===== src/logic/flash_status_pkg.sv =====
// Package of constants and types for the flash write status reporting block.
package flash_status_pkg;

    // ==========================================================
    // Timing constants
    // ==========================================================
    // Reference clock rate in kHz.
    localparam int unsigned CLK_KHZ          = 40000;
    // Toggling time when every selected erase sector is protected, in us.
    localparam int unsigned ERASE_PROT_US    = 100;
    // Toggling time when a program targets a protected sector, in us.
    localparam int unsigned PROG_PROT_US     = 1000;
    // Cycle counts derived from the times above (longest time, rounded down).
    localparam int unsigned ERASE_PROT_CYC   = ERASE_PROT_US * CLK_KHZ / 1000;
    localparam int unsigned PROG_PROT_CYC    = PROG_PROT_US * CLK_KHZ / 1000;
    // Burst clock edges of wait during the initial burst access.
    localparam logic [1:0]  INIT_WAIT_EDGES  = 2'h3;
    // Burst clock edges of wait after a boundary, normal and extended.
    localparam logic [1:0]  WAIT_ONE         = 2'h1;
    localparam logic [1:0]  WAIT_TWO         = 2'h2;

    // ==========================================================
    // Field layout
    // ==========================================================
    // Width of the hold counter for protected-sector toggling.
    localparam int unsigned HOLD_W           = 16;
    // Word address width and the last address before a 64-word boundary.
    localparam int unsigned ADDR_W           = 22;
    localparam int unsigned BOUND_W          = 6;
    localparam logic [5:0]  BOUND_LAST       = 6'h3f;
    // Bit positions in the low data byte.
    localparam int unsigned TOGGLE_POS       = 6;
    localparam int unsigned TIMEOUT_POS      = 5;
    localparam int unsigned SECTOR_POS       = 2;
    // Reset values.
    localparam logic [7:0]  BYTE_RESET       = 8'h00;
    localparam logic [1:0]  WAIT_RESET       = 2'h0;

    // ==========================================================
    // Embedded operation states
    // ==========================================================
    typedef enum logic [2:0] {
        OP_IDLE      = 3'h0,
        OP_PROG      = 3'h1,
        OP_ERASE     = 3'h3,
        OP_SUSP      = 3'h2,
        OP_SUSP_PROG = 3'h6,
        OP_PROT_HOLD = 3'h7
    } op_state_e;

endpackage


===== src/logic/flash_write_status_reporting.sv =====
// Write status reporting: ready/wait pin and toggle status bits.
//
// What this block does
// - Sync mode: low ready means wait one clock.
// - Configuration option makes low mean two clocks.
// - Sync mode: ready pin enabled by chip select only.
// - Wait at initial access and each 64-word boundary.
// - Async: open-drain low while erasing or programming.
// - Async busy valid from final write strobe rise.
// - Toggle bit flips per read while operation runs.
// - Toggle readable anywhere in busy bank, from strobe.
// - All sectors protected: toggle about 100 us.
// - Partially protected erase skips protected sectors silently.
// - Protected program address: toggle about 1 ms.
// - Erase suspend stops toggling; active erase toggles.
// - Suspend-program toggles; sector bit not meaningful.
// - Toggle changes only across select or enable deassert.
// - Sector bit toggles only in selected erase sectors.
// - Suspended, unselected sector reads return array data.
// - Timeout bit set when pulse limit exceeded.
module flash_write_status_reporting
    import flash_status_pkg::*;
#(
    parameter int unsigned PROG_PROT_CYCLES = PROG_PROT_CYC
) (
    input  wire logic                ref_clk,          // 40 MHz clock.
    input  wire logic                resetn,           // Async reset, low.
    input  wire logic                burst_clk,        // Burst clock pin.
    input  wire logic                ce_n,             // Chip select pin.
    input  wire logic                oe_n,             // Output enable pin.
    input  wire logic                we_n,             // Write strobe pin.
    input  wire logic                sync_mode,        // 1: burst mode.
    input  wire logic                wait_two,         // 1: two-clock wait.
    input  wire logic [ADDR_W-1:0]   burst_start_addr, // First burst address.
    input  wire logic                prog_cmd,         // Program sequence armed.
    input  wire logic                prog_protected,   // Target protected.
    input  wire logic                erase_cmd,        // Erase sequence armed.
    input  wire logic                erase_all_prot,   // All targets protected.
    input  wire logic                suspend_cmd,      // Suspend pulse.
    input  wire logic                resume_cmd,       // Resume pulse.
    input  wire logic                algo_done,        // Algorithm done pulse.
    input  wire logic                pulse_limit_hit,  // Pulse limit pulse.
    input  wire logic                reset_cmd,        // Reset command pulse.
    input  wire logic                addr_busy_bank,   // Read in busy bank.
    input  wire logic                addr_erase_sel,   // Read in erase sector.
    input  wire logic [7:0]          array_data,       // Array low byte.
    output logic      [7:0]          data_low_byte,    // Read data low byte.
    output logic                     status_shown,     // 1: status on bus.
    output logic                     rdy_out,          // Ready pin level.
    output logic                     rdy_oe,           // Ready pin enable.
    output logic                     busy              // Algorithm running.
);

    // ==========================================================
    // Pin synchronisers
    // ==========================================================
    logic [1:0] bclk_sync;     // Burst clock two-stage synchroniser.
    logic [1:0] ce_sync;       // Chip select synchroniser.
    logic [1:0] oe_sync;       // Output enable synchroniser.
    logic [1:0] we_sync;       // Write strobe synchroniser.
    logic       bclk_q;        // Previous synchronised burst clock.
    logic       we_q;          // Previous synchronised write strobe.
    logic       rd_q;          // Previous read-cycle state.

    // Every pin passes two flip-flops before any logic reads it.
    always_ff @(posedge ref_clk or negedge resetn) begin
        if (!resetn) begin
            bclk_sync <= 2'h0;
            ce_sync   <= 2'h3;
            oe_sync   <= 2'h3;
            we_sync   <= 2'h3;
        end else begin
            bclk_sync <= {bclk_sync[0], burst_clk};
            ce_sync   <= {ce_sync[0], ce_n};
            oe_sync   <= {oe_sync[0], oe_n};
            we_sync   <= {we_sync[0], we_n};
        end
    end

    logic ce_act;    // Chip selected.
    logic rd_act;    // Read cycle in progress.
    assign ce_act = !ce_sync[1];
    assign rd_act = !ce_sync[1] && !oe_sync[1];

    // Edge history taken from the second synchroniser stages only.
    always_ff @(posedge ref_clk or negedge resetn) begin
        if (!resetn) begin
            bclk_q <= 1'b0;
            we_q   <= 1'b1;
            rd_q   <= 1'b0;
        end else begin
            bclk_q <= bclk_sync[1];
            we_q   <= we_sync[1];
            rd_q   <= rd_act;
        end
    end

    logic bclk_rise;  // Burst clock rising edge.
    logic we_rise;    // Write strobe rising edge.
    logic rd_end;     // Select or enable deasserted after a read.
    logic rd_start;   // New read cycle begins.
    assign bclk_rise = bclk_sync[1] && !bclk_q;
    assign we_rise   = we_sync[1] && !we_q;
    assign rd_end    = rd_q && !rd_act;
    assign rd_start  = rd_act && !rd_q;

    // ==========================================================
    // Embedded operation state
    // ==========================================================
    op_state_e           state_reg;  // Current operation state.
    op_state_e           ret_reg;    // State the hold returns to.
    logic [HOLD_W-1:0]   hold_reg;   // Protected-sector toggle timer.

    logic start_prog;   // Program starts at the final strobe rise.
    logic start_erase;  // Erase starts at the final strobe rise.
    // Busy timing starts at the rising edge of the last write strobe.
    // Busy from strobe
    assign start_prog  = we_rise && prog_cmd;
    assign start_erase = we_rise && erase_cmd;

    // Operation sequencing; a reset command returns to reading array data, or from suspend-program to erase-suspend-read.
    always_ff @(posedge ref_clk or negedge resetn) begin
        if (!resetn) begin
            state_reg <= OP_IDLE;
            ret_reg   <= OP_IDLE;
            hold_reg  <= '0;
        end else if (reset_cmd) begin
            // Suspend-program goes back to erase-suspend-read on reset.
            state_reg <= (state_reg == OP_SUSP_PROG) ? OP_SUSP : OP_IDLE;
            hold_reg  <= '0;
        end else begin
            case (state_reg)
                OP_IDLE: begin
                    if (start_prog && prog_protected) begin
                        state_reg <= OP_PROT_HOLD;
                        ret_reg   <= OP_IDLE;
                        hold_reg  <= HOLD_W'(PROG_PROT_CYCLES - 1);
                    end else if (start_prog) begin
                        state_reg <= OP_PROG;
                    end else if (start_erase && erase_all_prot) begin
                        state_reg <= OP_PROT_HOLD;
                        ret_reg   <= OP_IDLE;
                        hold_reg  <= HOLD_W'(ERASE_PROT_CYC - 1);
                    end else if (start_erase) begin
                        state_reg <= OP_ERASE;
                    end
                end
                OP_PROG: begin
                    if (algo_done) begin
                        state_reg <= OP_IDLE;
                    end
                end
                OP_ERASE: begin
                    if (algo_done) begin
                        state_reg <= OP_IDLE;
                    end else if (suspend_cmd) begin
                        state_reg <= OP_SUSP;
                    end
                end
                OP_SUSP: begin
                    if (resume_cmd) begin
                        state_reg <= OP_ERASE;
                    end else if (start_prog && prog_protected) begin
                        state_reg <= OP_PROT_HOLD;
                        ret_reg   <= OP_SUSP;
                        hold_reg  <= HOLD_W'(PROG_PROT_CYCLES - 1);
                    end else if (start_prog) begin
                        state_reg <= OP_SUSP_PROG;
                    end
                end
                OP_SUSP_PROG: begin
                    if (algo_done) begin
                        state_reg <= OP_SUSP;
                    end
                end
                OP_PROT_HOLD: begin
                    // Hold expiry returns the bank to its earlier mode.
                    if (hold_reg == '0) begin
                        state_reg <= ret_reg;
                    end else begin
                        hold_reg <= hold_reg - 1'b1;
                    end
                end
                default: begin
                    state_reg <= OP_IDLE;
                end
            endcase
        end
    end

    logic running;   // Program or erase in progress, toggling enabled.
    logic erasing;   // An erase is active or suspended, with no program running in suspend.
    assign running = (state_reg == OP_PROG) || (state_reg == OP_ERASE) ||
                     (state_reg == OP_SUSP_PROG) ||
                     (state_reg == OP_PROT_HOLD);
    assign erasing = (state_reg == OP_ERASE) || (state_reg == OP_SUSP);

    // ==========================================================
    // Toggle and timeout bits
    // ==========================================================
    logic toggle_reg;    // Toggle status bit.
    logic sector_reg;    // Sector toggle status bit.
    logic timeout_reg;   // Timeout error bit.
    logic sel_reg;       // Read targets a selected erase sector.

    // Sector selection is captured when a read cycle starts.
    always_ff @(posedge ref_clk or negedge resetn) begin
        if (!resetn) begin
            sel_reg <= 1'b0;
        end else if (rd_start) begin
            sel_reg <= addr_erase_sel;
        end
    end

    // Toggle bits change only when a read cycle is closed by the host.
    always_ff @(posedge ref_clk or negedge resetn) begin
        if (!resetn) begin
            toggle_reg <= 1'b0;
            sector_reg <= 1'b0;
        end else if (rd_end) begin
            if (running) begin
                toggle_reg <= !toggle_reg;
            end
            if (erasing && sel_reg) begin
                sector_reg <= !sector_reg;
            end
        end
    end

    // A pulse limit event wins over a reset command in the same cycle.
    always_ff @(posedge ref_clk or negedge resetn) begin
        if (!resetn) begin
            timeout_reg <= 1'b0;
        end else if (pulse_limit_hit && running) begin
            timeout_reg <= 1'b1;
        end else if (reset_cmd) begin
            timeout_reg <= 1'b0;
        end
    end

    // ==========================================================
    // Read data multiplexer
    // ==========================================================
    logic show_status;   // Status, not array data, answers the read.
    logic [7:0] stat_byte;  // Assembled status byte.
    assign show_status = addr_busy_bank && (state_reg != OP_IDLE) &&
                         !((state_reg == OP_SUSP) && !sel_reg);

    always_comb begin
        stat_byte              = BYTE_RESET;
        stat_byte[TOGGLE_POS]  = toggle_reg;
        stat_byte[TIMEOUT_POS] = timeout_reg;
        // The sector bit holds still while programming in suspend.
        stat_byte[SECTOR_POS]  = sector_reg;
    end

    // Registered read data toward the bus.
    always_ff @(posedge ref_clk or negedge resetn) begin
        if (!resetn) begin
            data_low_byte <= BYTE_RESET;
            status_shown  <= 1'b0;
        end else begin
            data_low_byte <= show_status ? stat_byte : array_data;
            status_shown  <= show_status;
        end
    end

    // ==========================================================
    // Burst wait tracking
    // ==========================================================
    logic [ADDR_W-1:0] baddr_reg;  // Current burst word address.
    logic [1:0]        wait_reg;   // Burst clock edges still to wait.
    logic              ce_q;       // Previous chip select state.

    // Wait counts are loaded at the initial access and at each boundary.
    always_ff @(posedge ref_clk or negedge resetn) begin
        if (!resetn) begin
            baddr_reg <= '0;
            wait_reg  <= WAIT_RESET;
            ce_q      <= 1'b0;
        end else begin
            ce_q <= ce_act;
            if (ce_act && !ce_q) begin
                baddr_reg <= burst_start_addr;
                wait_reg  <= INIT_WAIT_EDGES;
            end else if (!ce_act) begin
                wait_reg <= WAIT_RESET;
            end else if (bclk_rise) begin
                if (wait_reg != WAIT_RESET) begin
                    wait_reg <= wait_reg - 1'b1;
                end else begin
                    baddr_reg <= baddr_reg + 1'b1;
                    if (baddr_reg[BOUND_W-1:0] == BOUND_LAST) begin
                        wait_reg <= wait_two ? WAIT_TWO : WAIT_ONE;
                    end
                end
            end
        end
    end

    // ==========================================================
    // Ready pin
    // ==========================================================
    logic op_busy;   // Erase or program running for the pin.
    assign op_busy = (state_reg == OP_PROG) || (state_reg == OP_ERASE) ||
                     (state_reg == OP_SUSP_PROG);

    // Pin drive depends on the mode; the output enable pin plays no part.
    always_ff @(posedge ref_clk or negedge resetn) begin
        if (!resetn) begin
            rdy_out <= 1'b0;
            rdy_oe  <= 1'b0;
            busy    <= 1'b0;
        end else begin
            busy <= op_busy;
            if (sync_mode) begin
                // Chip select enables
                // Drive waits a cycle, until the initial wait is loaded,
                // so no ready blip shows as the frame opens.
                rdy_oe  <= ce_act && ce_q;
                rdy_out <= (wait_reg == WAIT_RESET);
            end else begin
                rdy_oe  <= op_busy;
                rdy_out <= 1'b0;
            end
        end
    end

endmodule


===== config.mk =====
export PLATFORM = sky130hd
export DESIGN_NAME = flash_write_status_reporting
export DESIGN_NICKNAME = d
export VERILOG_FILES = /design/src/logic/flash_status_pkg.sv /design/src/logic/flash_write_status_reporting.sv
export SDC_FILE = /design/constraint.sdc
export NUM_CORES = 1
export LEC_CHECK = 0
export BUFFER_PORTS_ARGS = -buffer_cell sky130_fd_sc_hd__buf_4
export CORE_MARGIN = 2
export CORE_UTILIZATION = 40
export DETAILED_ROUTE_END_ITERATION = 7
export PLACE_DENSITY = 0.6
export SLEW_MARGIN = 15
export SYNTH_ARGS = -nofsm -noshare
export SYNTH_HDL_FRONTEND = slang
export SYNTH_SLANG_ARGS = --single-unit

===== constraint.sdc =====
create_clock -name ref_clk -period 6.61 [get_ports ref_clk]
set_clock_uncertainty 0.15 [all_clocks]
set_input_delay 0.9915 -clock ref_clk [delete_from_list [all_inputs] [get_ports ref_clk]]
set_output_delay 0.9915 -clock ref_clk [all_outputs]
set_load 0.01 [all_outputs]

==> summary.md <==
| Metric | Value |
|---|---|
| Outcome | `complete, no violations` |
| Antenna violations before repair | `0` |
| Post-route ant nets | `0` |
| Post-Syn Nets | `311` |
| Final WL | `~5700 µm` |
| Fmax | `0.322 GHz` |
| Worst-Margin Slew | `0.975 ns` |
| Most frequent cells in the layout | `dfrtp_1, buf_4, a21oi_1` |
| Number of DRC markers in iteration 0 | `slightly below 100` |
| Layout fillers | `roughly 630` |
| Fin area | `0.00319 mm²` |
| MaxCap Viol Count | `0` |
| Post-Synth Simple-Gate Area | `19.4%` |
| DRC Markers | `0` |
| Area of the multi-input gates | `0.00120 mm²` |
| Synth Area in Compound Gates | `between 10% and 20%` |
| Share of synthesized cell area in full adder, half adder and majority cells | `0.920%` |
| Place WS | `about 3.5 ns` |
| Post-CTS sizing | `0` |
| #FFs+latches synth | `56` |
| Placed instance area | `between 0.003 and 0.004 mm²` |
| Commonest non-fill, non-tap cell in the layout | `dfrtp_1` |
| Synth Area per Inst | `approximately 10 µm²` |
| Data arrival, critical path | `~3.2 ns` |
| Slew headroom | `about a third` |
| Post-Synthesis Cells | `260` |
| # setup viols final | `0` |
| Root buf cell | `clkbuf_8` |
| Final Instance Count excl. Fillers | `380` |
| # IOs | `61` |
| Routed len/inst | `14.9 µm` |
| Postcts setup bufs | `0` |
| Util after Layout | `approximately 48%` |
| Worst vdd ir | `approximately 0.12 mV` |
| Clk buf depth | `2` |
| Die Area | `0.00748 mm²` |
| Crit-path cells | `inv_1, ha_1, nor3b_4, a41oi_2, a31oi_1, o21ai_0, a21oi_1` |
| Async SR Flop Fraction | `100%` |
| Reg area | `0.00141 mm²` |
| Placed cells | `around 370` |
| Sequential area share after synthesis | `51.8%` |
| Xor/xnor share of the synthesized area | `2.25%` |
| Pwr Total | `just over 0.9 mW` |
| Area delta synth->final | `17.1%` |
| Worst hold path type | `register to register` |
| CP Launch Point | `hold_reg[0]` |
| Hold Fails Final Rpt | `0` |
| CTS tree | `yes` |
| Critical Path Max Stage Delay | `0.90 ns` |
| RSZ-0062 raised after global routing | `no` |
| Startpoint Class | `register` |
| WP data required | `between 6 and 7 ns` |
| Clk_lat worst skew | `0.31 ns` |
| Clock-pin slew on the worst setup and hold paths | `about 0.10 ns` |
| Vias | `2112` |
| Core Box Area | `about 0.0067 mm²` |
| First-pass GRT wire length | `~9800 µm` |
| Min Tclk post-route | `3.11 ns` |
| Die Wd | `86.5 µm` |
| Clk sinks | `56` |
| Nets | `350` |
| Max reg flops | `16` |
| Htree depth | `2` |
| Hold_sp | `bclk_sync[0]` |
| Mux cell area share after synthesis | `2.44%` |
| Slew Viols, Final | `0` |
| Final TNS setup | `0 ns` |
| Post-synthesis cell type count | `59` |
| Slowest CP cell | `a31oi_1` |
| Main flop type after synthesis | `dfrtp_1` |
| Starting utilization of the core area | `40.7%` |
| YS warnings | `0` |
| Static leakage | `roughly 1.4 nW` |
| Gr usage total | `16.5%` |
| Worst hold slack | `just under 0.2 ns` |
| Overflow after GRT | `0` |
| Detail Placement HPWL | `3820 µm` |
| Ratio of cells with drive above 1 in the final layout | `a little over a quarter` |
| Hold_buf cts | `0` |
| Antenna diode count | `0` |
| Peak fanout along the critical path | `12` |
| Final period util | `47.0%` |
| Die Y | `86.5 µm` |
| Rows | `30` |
| Post-synth EDFFs | `0` |
| CP Class | `register to register` |
| Largest net degree at the start of global routing | `57` |
| Setup WS post-layout | `3.50 ns` |
| CP endpoint kind | `register` |
| Num CTS Buffers | `5` |
| Pre-Repair DR Iteration Count | `4` |
| Vias/cell | `5.56` |
| Largest family of logic cells by synthesized area | `simple AND/OR/NAND/NOR gates` |
| RD Place Congestion | `0.745` |
| Pwr Density | `just under 300 mW/mm²` |
| Mapped cell area | `0.00272 mm²` |
| PortBufs | `44` |
| Number of global-route vias before repair | `2052` |
| R2r startpoint | `hold_reg[0]` |
[synth_stat cells, drive strengths merged (2+ instances only)]
library cell	n	area share, %
dfrtp	49	45
a21oi	28	5.1
o21ai	18	3.3
nand2	16	2.2
nor2	15	2.1
inv	13	1.8
a31oi	9	2.3
dfstp	7	6.8
nor3	7	1.5
and2	6	1.4
buf	6	1.5
clkbuf	6	0.83
nand2b	6	1.6
nor4	6	2.9
xor2	6	1.9
mux2	5	2.1
a311oi	4	1.3
and3	4	0.92
nand3	4	0.92
nand4	4	0.92
nand3b	3	0.83
nor2b	3	0.69
a211oi	2	0.55
a221oi	2	1.3
a22o	2	0.64
a31o	2	0.64
ha	2	0.92
nor3b	2	0.97
o22ai	2	0.46
or3	2	0.46
or4	2	0.55
[power breakdown]
group	total, mW	leakage, nW	internal [mW]	switching (mW)
clock network	0.198	0.0434	0.0850	0.113
registers	0.451	0.696	0.398	0.0535
logic	0.281	0.640	0.131	0.151
[cells by family after synthesis]
group           Yosys count
buf+inv                  25
flops                    56
fa+ha+maj                 2
compound gates           79
mux                       6
xor+xnor                  7
simple gates             85
[area by class of cell]
type	instances	share of cell area (%)
Inverter	13	1.53
Sequential cell	56	44.3
Clock inverter	2	0.471
Tap cell	80	3.14
Multi-Input combinational cell	179	37.6
Timing Repair Buffer	44	10.4
Clock buffer	6	2.59
[critical path, delay by kind of cell, from the launching register on]
kind | cells | cell delay, ns
AND/OR/NAND/NOR | 1 | 0.39
flip-flops | 1 | 0.43
AO/OA/AOI/OAI | 4 | 1.81
buffers and inverters | 1 | 0.07
adder cells (fa/ha/maj) | 1 | 0.18
[path summary, 6_finish.rpt]
kind / slack, ns / end / cells past startpoint
min in group asynchronous: 0.56 / status_shown / 1
max in group asynchronous: 5.26 / ret_reg[1] / 1
max: 3.50 / hold_reg[14] / 7
min: 0.19 / bclk_sync[1] / 0
max reg2reg: 3.50 / hold_reg[14] / 7
min reg2reg: 0.19 / bclk_sync[1] / 0
[layer usage]
metal	global-route usage, %	part of all wire, %	up-vias
met1	22.4	48	1020
met3	3.14	4.7	10
li1	-	-	1025
met5	0	0	-
met2	25.8	45	57
met4	7.39	1.8	0
No activity file was read; power rests on OpenSTA's default activity.
